## config.mk

```make
export PLATFORM = sky130hd
export DESIGN_NAME = gpp_port_pair
export DESIGN_NICKNAME = d
export VERILOG_FILES = /design/src/gpp_pkg.sv /design/src/gpp_port_pair.sv
export SDC_FILE = /design/constraint.sdc
export NUM_CORES = 1
export LEC_CHECK = 0
export ABC_AREA = 0
export BUFFER_PORTS_ARGS = -buffer_cell sky130_fd_sc_hd__buf_2
export CAP_MARGIN = 25
export CORE_ASPECT_RATIO = 0.7
export CORE_MARGIN = 2
export CORE_UTILIZATION = 40
export CTS_CLUSTER_DIAMETER = 200
export DETAILED_ROUTE_END_ITERATION = 8
export SLEW_MARGIN = 20
export SYNTH_ARGS = -nofsm -noshare
export SYNTH_HDL_FRONTEND = slang
export SYNTH_SLANG_ARGS = --single-unit
```

## constraint.sdc

```tcl
create_clock -name ref_clk_i -period 3.6 [get_ports ref_clk_i]
set_input_delay 0.72 -clock ref_clk_i [delete_from_list [all_inputs] [get_ports ref_clk_i]]
set_output_delay 0.72 -clock ref_clk_i [all_outputs]
set_load 0.01 [all_outputs]
```

## src/gpp_pkg.sv

```systemverilog
// shared constants and carrier types for the two-port gpio configuration block
package gpp_pkg;
	// register byte offsets
	localparam logic [7:0] OFS_P4_EVENT_STATUS = 8'hE8;
	localparam logic [7:0] OFS_P5_FUNCTION_SELECT = 8'hEB;
	localparam logic [7:0] OFS_P4_FUNCTION_SELECT = 8'hEE;
	localparam logic [7:0] OFS_P4_DIRECTION = 8'hF0;
	localparam logic [7:0] OFS_P4_DATA = 8'hF1;
	localparam logic [7:0] OFS_P4_INVERSION = 8'hF2;
	localparam logic [7:0] OFS_P5_DIRECTION = 8'hF4;
	localparam logic [7:0] OFS_P5_DATA = 8'hF5;
	localparam logic [7:0] OFS_P5_INVERSION = 8'hF6;
	localparam logic [7:0] OFS_P5_EVENT_STATUS = 8'hF7;
	localparam logic [7:0] OFS_INPUT_DETECT_TYPE = 8'hFE;

	// values after reset
	localparam logic [7:0] RST_P4_DIRECTION = 8'hFF;
	localparam logic [4:0] RST_P5_DIRECTION = 5'h1F;
	localparam logic [7:0] RST_ZERO8 = 8'h00;
	localparam logic [4:0] RST_ZERO5 = 5'h00;

	// field positions in the input detect type register
	localparam int DET_DEBOUNCE_OFF_BIT = 4;
	localparam int DET_LEVEL_TRIG_BIT = 0;
	// position of the filtered pin inside port four
	localparam int P4_FILTERED_PIN = 1;

	// debounce settle time in ns and derived cycle count at 100 MHz
	localparam int CLK_PERIOD_NS = 10;
	localparam int DEBOUNCE_NS = 160;
	localparam int DEBOUNCE_CYCLES = (DEBOUNCE_NS + CLK_PERIOD_NS - 1) / CLK_PERIOD_NS;

	// register bus request
	typedef struct packed {
		logic [7:0] addr;
		logic [7:0] wdata;
		logic wr;
		logic rd;
	} gpp_bus_req_t;

	// alternate function sources that a pin may carry instead of plain data
	typedef struct packed {
		logic watchdog_timeout_out;
		logic yellow_led_out;
		logic green_led_out;
		logic beep;
		logic management_interrupt_out;
	} gpp_func_t;
endpackage

```

## src/gpp_port_pair.sv

```systemverilog
// port four / port five configuration, pin drive, debounce and event capture
`timescale 1ns/1ps
module gpp_port_pair #(
	parameter int DEBOUNCE_CYCLES = gpp_pkg::DEBOUNCE_CYCLES
) (
	// clock, reset, enable
	input wire logic ref_clk_i,
	input wire logic rstn_i,
	input wire logic ce_i,
	// per-port master resets from the standby well, active high, synchronous
	input wire logic port_four_master_reset_i,
	input wire logic port_five_master_reset_i,
	input wire logic port_nine_master_reset_i,
	// register port
	input wire gpp_pkg::gpp_bus_req_t bus_i,
	output logic [7:0] rdata_o,
	// alternate function sources
	input wire gpp_pkg::gpp_func_t func_i,
	// port four pins
	input wire logic [7:0] port_four_in_i,
	output logic [7:0] port_four_out_o,
	output logic [7:0] port_four_oe_o,
	// port five pins
	input wire logic [4:0] port_five_in_i,
	output logic [4:0] port_five_out_o,
	output logic [4:0] port_five_oe_o
);

	// counter wide enough to hold the full settle count
	localparam int CW = $clog2(DEBOUNCE_CYCLES + 1);

	// software visible registers
	logic [7:0] p4_dir;
	logic [7:0] p4_data;
	logic [7:0] p4_inv;
	logic [7:0] p4_fsel;
	logic [7:0] p4_stat;
	logic [4:0] p5_dir;
	logic [4:0] p5_data;
	logic [4:0] p5_inv;
	logic [4:0] p5_fsel;
	logic [4:0] p5_stat;
	logic [7:0] det_type;

	// pin history and debouncer
	logic [7:0] p4_prev;
	logic [4:0] p5_prev;
	logic pin41_stable;
	logic [CW-1:0] deb_cnt;

	// combinational views
	logic [7:0] p4_pin;
	logic [7:0] p4_view;
	logic [4:0] p5_view;
	logic [7:0] p4_event;
	logic [4:0] p5_event;
	logic [7:0] next_p4_out;
	logic [7:0] next_p4_oe;
	logic [4:0] next_p5_out;
	logic [4:0] next_p5_oe;
	logic [7:0] next_rdata;
	logic wr_p4;
	logic wr_p5;
	logic clr_p4_stat;
	logic clr_p5_stat;
	// port five results worked at full byte width, then cut to five bits
	logic [7:0] p5_data_wr;
	logic [7:0] p5_stat_next;

	// write of an i/o data register touches only pins set as outputs,
	// so a write never disturbs a pin that software has left to the board
	function automatic logic [7:0] merge_out(input logic [7:0] old, input logic [7:0] wd,
			input logic [7:0] dir);
		merge_out = (old & dir) | (wd & ~dir);
	endfunction

	// sticky status update: clear only what was read, new events win;
	// an event in the cycle of the clearing read therefore survives
	function automatic logic [7:0] stat_update(input logic [7:0] old, input logic clr,
			input logic [7:0] ev);
		stat_update = (clr ? 8'h00 : old) | ev;
	endfunction

	// bus decode strobes; the status clear has no enable term of its own
	// because the status flops only move while the enable is high
	assign wr_p4 = bus_i.wr && ce_i;
	assign wr_p5 = bus_i.wr && ce_i;
	assign clr_p4_stat = bus_i.rd && (bus_i.addr == gpp_pkg::OFS_P4_EVENT_STATUS);
	assign clr_p5_stat = bus_i.rd && (bus_i.addr == gpp_pkg::OFS_P5_EVENT_STATUS);

	// port five values widened to a byte for the shared helpers
	assign p5_data_wr = merge_out({3'h0, p5_data}, bus_i.wdata, {3'h7, p5_dir});
	assign p5_stat_next = stat_update({3'h0, p5_stat}, clr_p5_stat, {3'h0, p5_event});

	// pin 41 debouncer; the raw pin must hold its new level for the full
	// settle count before the filtered copy follows, so short glitches vanish;
	// the filter trades a settle delay for immunity to contact bounce
	always_ff @(posedge ref_clk_i) begin
		if (!rstn_i || port_four_master_reset_i) begin
			// start from the pin's own level so release brings no false edge
			pin41_stable <= port_four_in_i[gpp_pkg::P4_FILTERED_PIN];
			deb_cnt <= '0;
		end else if (ce_i) begin
			if (det_type[gpp_pkg::DET_DEBOUNCE_OFF_BIT]) begin
				// bypassed: the filtered copy simply follows the pin
				pin41_stable <= port_four_in_i[gpp_pkg::P4_FILTERED_PIN];
				deb_cnt <= '0;
			end else if (port_four_in_i[gpp_pkg::P4_FILTERED_PIN] == pin41_stable) begin
				// a return to the stable level restarts the count
				deb_cnt <= '0;
			end else if (deb_cnt >= CW'(DEBOUNCE_CYCLES - 1)) begin
				pin41_stable <= port_four_in_i[gpp_pkg::P4_FILTERED_PIN];
				deb_cnt <= '0;
			end else begin
				deb_cnt <= deb_cnt + CW'(1);
			end
		end
	end

	// pin values as software sees them, pin 41 through the filter,
	// so with the debouncer on a glitch on pin 41 never reaches status or data
	always_comb begin
		p4_pin = port_four_in_i;
		p4_pin[gpp_pkg::P4_FILTERED_PIN] = pin41_stable;
		p4_view = p4_pin ^ p4_inv;
		p5_view = port_five_in_i ^ p5_inv;
	end

	// event detection on either edge; pin 41 may instead trigger on level
	// edge events look at the uninverted pin, so changing the inversion alone flags nothing except pin 41 in level mode
	always_comb begin
		p4_event = p4_pin ^ p4_prev;
		if (det_type[gpp_pkg::DET_LEVEL_TRIG_BIT]) begin
			// level mode keeps flagging while the active level stands
			p4_event[gpp_pkg::P4_FILTERED_PIN] = p4_view[gpp_pkg::P4_FILTERED_PIN];
		end
		p5_event = port_five_in_i ^ p5_prev;
	end

	// pin history for edge detection; it follows the pins during reset, so the
	// first enabled edge after release compares like with like and flags nothing
	always_ff @(posedge ref_clk_i) begin
		if (!rstn_i) begin
			p4_prev <= p4_pin;
			p5_prev <= port_five_in_i;
		end else if (ce_i) begin
			p4_prev <= p4_pin;
			p5_prev <= port_five_in_i;
		end
	end

	// port four configuration registers
	// writes to unmapped offsets fall through and are dropped
	always_ff @(posedge ref_clk_i) begin
		if (!rstn_i || port_four_master_reset_i) begin
			p4_dir <= gpp_pkg::RST_P4_DIRECTION;
			p4_data <= gpp_pkg::RST_ZERO8;
			p4_inv <= gpp_pkg::RST_ZERO8;
			p4_fsel <= gpp_pkg::RST_ZERO8;
		end else if (wr_p4) begin
			if (bus_i.addr == gpp_pkg::OFS_P4_DIRECTION) begin
				p4_dir <= bus_i.wdata;
			end else if (bus_i.addr == gpp_pkg::OFS_P4_DATA) begin
				p4_data <= merge_out(p4_data, bus_i.wdata, p4_dir);
			end else if (bus_i.addr == gpp_pkg::OFS_P4_INVERSION) begin
				p4_inv <= bus_i.wdata;
			end else if (bus_i.addr == gpp_pkg::OFS_P4_FUNCTION_SELECT) begin
				p4_fsel <= bus_i.wdata;
			end
		end
	end

	// port five configuration registers, low five bits only
	// bits 7 to 5 of every port five write are dropped
	always_ff @(posedge ref_clk_i) begin
		if (!rstn_i || port_five_master_reset_i) begin
			p5_dir <= gpp_pkg::RST_P5_DIRECTION;
			p5_data <= gpp_pkg::RST_ZERO5;
			p5_inv <= gpp_pkg::RST_ZERO5;
			p5_fsel <= gpp_pkg::RST_ZERO5;
		end else if (wr_p5) begin
			if (bus_i.addr == gpp_pkg::OFS_P5_DIRECTION) begin
				p5_dir <= bus_i.wdata[4:0];
			end else if (bus_i.addr == gpp_pkg::OFS_P5_DATA) begin
				p5_data <= p5_data_wr[4:0];
			end else if (bus_i.addr == gpp_pkg::OFS_P5_INVERSION) begin
				p5_inv <= bus_i.wdata[4:0];
			end else if (bus_i.addr == gpp_pkg::OFS_P5_FUNCTION_SELECT) begin
				// bit 0 is reserved and never stored
				p5_fsel <= {bus_i.wdata[4:1], 1'b0};
			end
		end
	end

	// detect type register; either port four or port nine master reset clears it
	// only bits 4 and 0 are kept; the rest read back as zero
	always_ff @(posedge ref_clk_i) begin
		if (!rstn_i || port_four_master_reset_i || port_nine_master_reset_i) begin
			det_type <= gpp_pkg::RST_ZERO8;
		end else if (wr_p4 && bus_i.addr == gpp_pkg::OFS_INPUT_DETECT_TYPE) begin
			det_type <= bus_i.wdata & 8'h11;
		end
	end

	// sticky event status; the cleared image is exactly the one returned
	// the read and its clear share one strobe, so no bit is lost unseen
	always_ff @(posedge ref_clk_i) begin
		if (!rstn_i || port_four_master_reset_i) begin
			p4_stat <= gpp_pkg::RST_ZERO8;
		end else if (ce_i) begin
			p4_stat <= stat_update(p4_stat, clr_p4_stat, p4_event);
		end
	end

	// port five status, same scheme on the five implemented pins
	always_ff @(posedge ref_clk_i) begin
		if (!rstn_i || port_five_master_reset_i) begin
			p5_stat <= gpp_pkg::RST_ZERO5;
		end else if (ce_i) begin
			p5_stat <= p5_stat_next[4:0];
		end
	end

	// pin drive: a selected alternate function overrides plain data and
	// forces the driver on, whatever the direction bit says
	// alternate sources carry their own polarity, so no inversion is applied
	always_comb begin
		next_p4_out = p4_data ^ p4_inv;
		next_p4_oe = ~p4_dir;
		// both halves of port four share one pattern, so one loop covers them
		for (int i = 0; i < 2; i++) begin
			if (p4_fsel[4*i+3]) begin
				next_p4_out[4*i+3] = func_i.yellow_led_out;
				next_p4_oe[4*i+3] = 1'b1;
			end
			if (p4_fsel[4*i+2]) begin
				next_p4_out[4*i+2] = func_i.beep;
				next_p4_oe[4*i+2] = 1'b1;
			end
			if (p4_fsel[4*i+1]) begin
				next_p4_out[4*i+1] = func_i.management_interrupt_out;
				next_p4_oe[4*i+1] = 1'b1;
			end
			if (p4_fsel[4*i]) begin
				next_p4_out[4*i] = func_i.watchdog_timeout_out;
				next_p4_oe[4*i] = 1'b1;
			end
		end
		next_p5_out = p5_data ^ p5_inv;
		next_p5_oe = ~p5_dir;
		if (p5_fsel[4]) begin
			next_p5_out[4] = func_i.watchdog_timeout_out;
			next_p5_oe[4] = 1'b1;
		end
		if (p5_fsel[3]) begin
			next_p5_out[3] = func_i.green_led_out;
			next_p5_oe[3] = 1'b1;
		end
		if (p5_fsel[2]) begin
			next_p5_out[2] = func_i.beep;
			next_p5_oe[2] = 1'b1;
		end
		if (p5_fsel[1]) begin
			next_p5_out[1] = func_i.management_interrupt_out;
			next_p5_oe[1] = 1'b1;
		end
	end

	// registered pin drivers, one cycle behind the configuration
	// master resets leave them alone; they follow the reset configuration a cycle later
	always_ff @(posedge ref_clk_i) begin
		if (!rstn_i) begin
			port_four_out_o <= gpp_pkg::RST_ZERO8;
			port_four_oe_o <= gpp_pkg::RST_ZERO8;
			port_five_out_o <= gpp_pkg::RST_ZERO5;
			port_five_oe_o <= gpp_pkg::RST_ZERO5;
		end else if (ce_i) begin
			port_four_out_o <= next_p4_out;
			port_four_oe_o <= next_p4_oe;
			port_five_out_o <= next_p5_out;
			port_five_oe_o <= next_p5_oe;
		end
	end

	// read mux; reserved and unmapped bits read as zero
	// an input pin reads its pin level through the inversion, an output pin the value software stored
	always_comb begin
		next_rdata = 8'h00;
		if (bus_i.addr == gpp_pkg::OFS_P4_EVENT_STATUS) begin
			next_rdata = p4_stat;
		end else if (bus_i.addr == gpp_pkg::OFS_P5_FUNCTION_SELECT) begin
			next_rdata = {3'h0, p5_fsel};
		end else if (bus_i.addr == gpp_pkg::OFS_P4_FUNCTION_SELECT) begin
			next_rdata = p4_fsel;
		end else if (bus_i.addr == gpp_pkg::OFS_P4_DIRECTION) begin
			next_rdata = p4_dir;
		end else if (bus_i.addr == gpp_pkg::OFS_P4_DATA) begin
			next_rdata = (p4_view & p4_dir) | (p4_data & ~p4_dir);
		end else if (bus_i.addr == gpp_pkg::OFS_P4_INVERSION) begin
			next_rdata = p4_inv;
		end else if (bus_i.addr == gpp_pkg::OFS_P5_DIRECTION) begin
			next_rdata = {3'h0, p5_dir};
		end else if (bus_i.addr == gpp_pkg::OFS_P5_DATA) begin
			next_rdata = {3'h0, (p5_view & p5_dir) | (p5_data & ~p5_dir)};
		end else if (bus_i.addr == gpp_pkg::OFS_P5_INVERSION) begin
			next_rdata = {3'h0, p5_inv};
		end else if (bus_i.addr == gpp_pkg::OFS_P5_EVENT_STATUS) begin
			next_rdata = {3'h0, p5_stat};
		end else if (bus_i.addr == gpp_pkg::OFS_INPUT_DETECT_TYPE) begin
			next_rdata = det_type;
		end
	end

	// read data stands only in the cycle after the strobe
	// zero outside that slot lets several register blocks share one or-ed return
	always_ff @(posedge ref_clk_i) begin
		if (!rstn_i) begin
			rdata_o <= gpp_pkg::RST_ZERO8;
		end else if (ce_i) begin
			rdata_o <= bus_i.rd ? next_rdata : 8'h00;
		end
	end

endmodule

```

==> parameters.txt, run 1 <==
Parameter                              Value

Clock network
  Clk root buf    clkbuf_16
  Post-CTS setup repair buffer count    0
  Worst-Skew Late Latency    0.42 ns
  TritonCTS sink count    119
  Cells resized by post-CTS repair    0
  Number of buffers created by CTS    17
  TritonCTS clock tree    built
  Total number of H-tree levels    4
  Number of buffers on the longest clock path    2
  Cts hold-fix bufs    0
  Clk slew on worst S/H paths    0.06 ns

Floorplan
  Core Box Area    14000 um^2
  Height of the die    105 um
  Die ar.    15400 um^2
  Total number of placement rows    36
  Starting density of the core    0.412
  Number of top-level pins    76
  DIE WIDTH    148 um

Yosys
  Post-synthesis sequential area ratio    0.437
  Count of flip-flops with a built-in enable after synthesis    14
  Synthesized area    5780 um^2
  Avg Cell Area, Syn    8.66 um^2
  Leading register cell type out of synthesis    dfxtp_1
  Register bit total from synthesis    119
  Synthesized instance count    667
  Yosys warning total    0
  Number of different library cells in the post-synthesis netlist    54
  Fraction of registers with async set or reset after synthesis    0
  Nets in the synthesized netlist    711

Critical path
  Critical path origin    bus_i[10]
  Critical-path maximum fanout    41
  Critical Path Slowest Stage Cell    buf_2
  Series of cell instances along the critical path    buf_2 -> or2_1 -> o21ai_0 -> a2111oi_0 -> a211oi_1 -> a221oi_2 -> a21o_1
  CP Data Arrival Time    2.74 ns
  Element type at the critical path end    flop
  Delay of the slowest cell on the worst path    0.50 ns
  CP required    3.96 ns
  Startpoint class of the critical path    primary input
  Kind of critical path    in2reg
  Reg2reg start    deb_cnt[0]$_SDFFE_PN0P_

STA
  Worst-case headroom to the max-slew limit    0.473
  Minimum setup slack in the final design    1.22 ns
  Maximum operating frequency    0.419 GHz
  Final period utilization    0.662
  Final setup violating endpoints    0
  Pins Over Slew Limit    0
  Clock period minus worst slack    2.38 ns
  Worst Clk Skew    0.00995 ns
  Pin slew with the least headroom to its limit    0.791 ns
  Hold Violations, Final    0
  Setup Total Neg Slack    0 ns
  RSZ-0062 raised after global routing    false

Detailed routing
  Detailed-route via count    5152
  Initial detailed-routing violation count    487
  Count of antenna-violating nets left after detailed routing    0
  Total wirelength of the detailed-routed design    17300 um
  DR DRC count    0
  WL per Instance    18.6 um
  DR vias/cell    5.52
  Number of detailed-route iterations in the first pass    5

Flow run
  Max Cap Viol    0

Cells and area
  Final #Nets    774
  Sequential cell area    2520 um^2
  Fill count    1356
  Antenna diode count    0
  Final standard cell area without fillers    6910 um^2
  Multi-input combinational cell area    3030 um^2
  Layout overhead on the synthesized area    19.6%
  Share of layout cells above drive strength 1    0.174

Global routing
  Global route overflow    0
  Global routing usage summed across all routing layers    0.230
  Maximum number of pins on one net before global-route repair    44
  Via count of the first global-routing pass    4924
  Initial antenna violation count    0
  Wire length of the first global-routing pass    27400 um

Min path
  Classification of the worst-slack hold path    reg2reg
  Min-delay src    port_four_out_o[7]$_SDFFE_PN0P_

Run status
  Status    finished clean

Placement
  Standard cell area after detailed placement    6290 um^2
  Pre-CTS setup slack    0.838 ns
  Input/output buffers    75
  Detailed placer's ending HPWL    12500 um
  Routability congestion estimate from global placement    0.957

Power and ir drop
  Power per cell area    488 nW/um^2
  Max VDD drop    0.000261 V
  Leakage power summed over all cells    2.79 nW
==> metal layers <==
layer | routed length, um | vias to the layer above | global-route usage
met2 | 7010 | 185 | 0.319
met5 | 0 | - | 0
met4 | 199 | 0 | 0.0714
met3 | 1300 | 21 | 0.0576
li1 | - | 2485 | -
met1 | 8820 | 2461 | 0.345
==> area by class of cell <==
class	instances	area share
repair buffers	83	0.0641
flip-flops and latches	119	0.365
well taps	190	0.0344
clock buffers	23	0.0768
inverters	17	0.00924
multi-input cells	492	0.438
clock inverters	9	0.0121
==> cells by family after synthesis <==
kind of cell    count (synthesis)  share of synthesized area
compound gates                177                      0.186
xor+xnor                       32                     0.0485
fa+ha+maj                       2                    0.00433
buf+inv                        56                     0.0390
flops                         119                      0.437
mux                            62                      0.107
simple gates                  219                      0.178
==> path summary, 6_finish.rpt <==
check,slack (ns),depth (start not counted),end
worst min register to register,0.48,2,port_four_out_o[7]$_SDFFE_PN0P_
worst max-delay path,1.22,7,rdata_o[0]$_SDFFE_PN0P_
worst max register to register,1.46,8,deb_cnt[4]$_SDFFE_PN0P_
worst min-delay path,0.48,2,port_four_out_o[7]$_SDFFE_PN0P_
==> cells in the final DEF, fill, tap and decap left out, drive strengths merged, types with 14 or more instances in the layout <==
cell      n
edfxtp   14
a22oi    23
xnor2    18
mux2i    62
o21ai    61
a21oi    38
buf      83
dfxtp   105
nor2    100
nand2    71
xor2     14
inv      17
clkbuf   23
==> where the power goes <==
group          total (mW)  switching [mW]  internal (mW)
combinational       0.247           0.161         0.0854
sequential           1.39          0.0179           1.38
clock                1.73           0.627           1.11
==> critical path: cells and delay by family <==
family	cells	cell delay [ns]
and+or+nand+nor	1	0.42
buffers and inverters	1	0.50
AOI/OAI and AO/OA	5	1.09
==> stage by stage <==
stage	hold WS, ns	utilization	std cells	power (mW)
finish	0.484	0.493	933	3.37
global route	0.500	0.493	933	3.48
detailed placement	0.476	0.449	901	1.66
floorplan	0.447	-	667	1.57
global placement	0.464	0.448	900	1.65
CTS	0.490	0.493	933	3.39
==> synth_stat cells (all sizes together), types with 2 or more instances <==
cell type | count | area, um^2
a2111oi | 3 | 26.3
a211oi | 8 | 60.1
a21boi | 5 | 37.5
a21o | 2 | 15.0
a21oi | 38 | 190
a22o | 4 | 35.0
a22oi | 23 | 173
a31oi | 10 | 62.6
and3 | 3 | 18.8
buf | 12 | 60.1
clkbuf | 27 | 101
clkinv | 2 | 7.51
dfxtp | 105 | 2100
edfxtp | 14 | 420
ha | 2 | 25.0
inv | 15 | 56.3
mux2i | 62 | 621
nand2 | 71 | 267
nand2b | 9 | 56.3
nand3 | 4 | 30.0
nand4 | 3 | 31.3
nor2 | 100 | 375
nor2b | 2 | 12.5
nor3 | 8 | 72.6
nor3b | 5 | 37.5
nor4 | 4 | 46.3
o211ai | 2 | 15.0
o21ai | 61 | 305
o221ai | 2 | 17.5
o22ai | 13 | 81.3
o41ai | 2 | 17.5
or2 | 2 | 12.5
or3 | 2 | 12.5
xnor2 | 18 | 158
xor2 | 14 | 123
No activity file was read; power rests on OpenSTA's default activity.
==> run 2, diff against run 1 <==
--- a/config.mk
+++ b/config.mk
@@ -5,7 +5,7 @@
 export SDC_FILE = /design/constraint.sdc
 export NUM_CORES = 1
 export LEC_CHECK = 0
-export ABC_AREA = 0
+export ABC_AREA = 1
 export BUFFER_PORTS_ARGS = -buffer_cell sky130_fd_sc_hd__buf_2
 export CAP_MARGIN = 25
 export CORE_ASPECT_RATIO = 0.7
==> constraint.sdc (replaced) <==
create_clock -name ref_clk_i -period 2.5 [get_ports ref_clk_i]
set_input_delay 0.5 -clock ref_clk_i [delete_from_list [all_inputs] [get_ports ref_clk_i]]
set_output_delay 0.5 -clock ref_clk_i [all_outputs]
set_load 0.01 [all_outputs]
==> parameters.txt, run 2 <==
Parameter                              Value

Global routing
  Via count of the first global-routing pass    4846
  Initial antenna violation count    0
  Wire length of the first global-routing pass    28000 um
  Global routing usage summed across all routing layers    0.255
  Global route overflow    0
  Maximum number of pins on one net before global-route repair    29

Clock network
  Clk slew on worst S/H paths    0.05 ns
  Cells resized by post-CTS repair    0
  TritonCTS clock tree    built
  Number of buffers created by CTS    17
  Worst-Skew Late Latency    0.41 ns
  Total number of H-tree levels    4
  Cts hold-fix bufs    0
  Clk root buf    clkbuf_16
  Number of buffers on the longest clock path    2
  TritonCTS sink count    119
  Post-CTS setup repair buffer count    0

Floorplan
  DIE WIDTH    145 um
  Height of the die    102 um
  Die ar.    14800 um^2
  Core Box Area    13400 um^2
  Starting density of the core    0.415
  Total number of placement rows    35
  Number of top-level pins    76

STA
  Hold Violations, Final    0
  Final period utilization    0.718
  Minimum setup slack in the final design    0.704 ns
  Pin slew with the least headroom to its limit    0.688 ns
  Clock period minus worst slack    1.80 ns
  Pins Over Slew Limit    0
  Worst Clk Skew    0.00951 ns
  Worst-case headroom to the max-slew limit    0.541
  Final setup violating endpoints    0
  RSZ-0062 raised after global routing    false
  Maximum operating frequency    0.557 GHz
  Setup Total Neg Slack    0 ns

Yosys
  Synthesized instance count    725
  Most common library cells after synthesis    125 x nand2_1, 108 x a21oi_1, 105 x dfxtp_1
  Synth top area cells    dfxtp_1 38%, a21oi_1 9.8%, nand2_1 8.5%
  Fraction of registers with async set or reset after synthesis    0
  Area fraction of the dominant cell type after synthesis    0.379
  Yosys warning total    0
  Count of flip-flops with a built-in enable after synthesis    14
  Nets in the synthesized netlist    769
  Number of different library cells in the post-synthesis netlist    34
  Cell with the most instances after synthesis    nand2_1
  Leading register cell type out of synthesis    dfxtp_1
  Avg Cell Area, Syn    7.64 um^2
  Synthesized area    5540 um^2
  Register bit total from synthesis    119
  Largest area contributor in the netlist    dfxtp_1
  Post-synthesis sequential area ratio    0.455

Critical path
  Element type at the critical path end    flop
  Reg2reg start    deb_cnt[0]$_SDFFE_PN0P_
  Worst-case register-to-register setup slack    0.86 ns
  Largest delay share family, worst path    simple AND/OR/NAND/NOR gates
  Endpoint of the worst-slack reg-to-reg timing path    deb_cnt[1]$_SDFFE_PN0P_
  Most Frequent Cell on Critical Path    nand2_1
  Startpoint class of the critical path    primary input
  Critical Path Slowest Stage Cell    nor2_4
  CP Data Arrival Time    2.07 ns
  Count of buffer and inverter cells on the critical path    2
  Delay of the slowest cell on the worst path    0.38 ns
  Series of cell instances along the critical path    buf_2 -> nand2_1 -> nor2_4 -> nand3_2 -> inv_1 -> nand2_1 -> o21ai_0 -> a21oi_1
  Critical-path maximum fanout    17
  Kind of critical path    in2reg
  Cell depth of the worst flop-to-flop path    9
  CP required    2.77 ns

Flow run
  Max Cap Viol    0

Cells and area
  Fill count    1328
  Antenna diode count    0
  Layout overhead on the synthesized area    19.6%
  Sequential cell area    2520 um^2
  Share of layout cells above drive strength 1    0.172
  Most frequent cells in the layout    125 x nand2_1, 108 x a21oi_1, 105 x dfxtp_1
  Final #Nets    849
  Most common cell after layout, fill and taps aside    nand2_1
  Multi-input combinational cell area    2570 um^2

Detailed routing
  Initial detailed-routing violation count    570
  DR vias/cell    5.49
  DR DRC count    0
  Detailed-route via count    5497
  Total wirelength of the detailed-routed design    18300 um
  WL per Instance    18.3 um
  Count of antenna-violating nets left after detailed routing    0
  Number of detailed-route iterations in the first pass    6

Placement
  Detailed placer's ending HPWL    13600 um
  Pre-CTS setup slack    0.337 ns
  Routability congestion estimate from global placement    0.934
  Input/output buffers    75

Min path
  Cell depth of the worst hold path    1
  Min-delay src    port_four_in_i[1]
  Hold Path End    pin41_stable$_DFFE_PP_
  Classification of the worst-slack hold path    in2reg

Power and ir drop
  Max VDD drop    0.000551 V
  Leakage power summed over all cells    2.76 nW
  Power per cell area    671 nW/um^2

Run status
  Status    finished clean
[run 2: cell types whose count changed in the layout (fill, tap and decap cells not counted), sizes merged, moves of 6 or more]
cell	delta
a21oi	+70
inv	+68
mux2i	-62
nand2	+58
nor2	-48
o21ai	+28
nand3	+26
a22oi	-15
xnor2	-15
o211ai	+13
a32o	+12
nand2b	-9
o22ai	-9
xor2	-6
[run 2: routing by layer]
layer | GRT usage | vias to the layer above | part of all wire
met3 | 0.0497 | 21 | 0.097
met1 | 0.417 | 2532 | 0.51
li1 | - | 2663 | -
met4 | 0.0717 | 0 | 0.014
met5 | 0 | - | 0
met2 | 0.328 | 281 | 0.37
[run 2: area by class of cell]
cell class,instances,share of cell area
clock buffers,21,0.0680
multi-input cells,495,0.389
inverters,88,0.0501
clock inverters,9,0.00869
well taps,185,0.0349
flip-flops and latches,119,0.381
repair buffers,84,0.0688
[run 2: how the worst max path moves through the flow]
stage	cells past startpoint	from	end	slack, ns
global route	8	bus_i[14]	p4_inv[0]$_SDFFE_PN0P_	0.48
floorplan	4	ce_i	p4_prev[0]$_DFFE_PP_	0.85
global placement	11	bus_i[17]	rdata_o[1]$_SDFFE_PN0P_	0.39
detailed placement	8	bus_i[16]	p4_inv[0]$_SDFFE_PN0P_	0.34
CTS	8	bus_i[16]	p4_inv[0]$_SDFFE_PN0P_	0.76
finish	8	bus_i[17]	p4_inv[0]$_SDFFE_PN0P_	0.70
[run 2: power breakdown]
| group | internal (mW) | leakage, nW | switching [mW] | total [mW] |
|---|---|---|---|---|
| logic | 0.0892 | 1.52 | 0.198 | 0.287 |
| registers | 1.98 | 0.992 | 0.0218 | 2.00 |
| clock network | 1.27 | 0.248 | 0.886 | 2.16 |
| total | 3.34 | 2.76 | 1.11 | 4.45 |
[run 2: metrics by stage]
step	utilization	instance area, um^2	cells	hold slack [ns]	power (mW)
floorplan	-	5540	725	0.440	2.19
global placement	0.458	6120	971	0.450	2.32
detailed placement	0.458	6120	971	0.453	2.32
CTS	0.496	6620	1001	0.304	4.46
global route	0.496	6620	1001	0.305	4.59
finish	0.496	6620	1001	0.308	4.45
[run 2: cells by family (layout without fill, tap and decap cells)]
family | after synthesis | count (layout) | share of synthesized area
buffers and inverters | 111 | 202 | 0.0799
XOR/XNOR | 11 | 11 | 0.0174
adder cells (fa/ha/maj) | 2 | 2 | 0.00452
AND/OR/NAND/NOR | 224 | 224 | 0.180
flip-flops | 119 | 119 | 0.455
AO/OA/AOI/OAI | 258 | 258 | 0.263
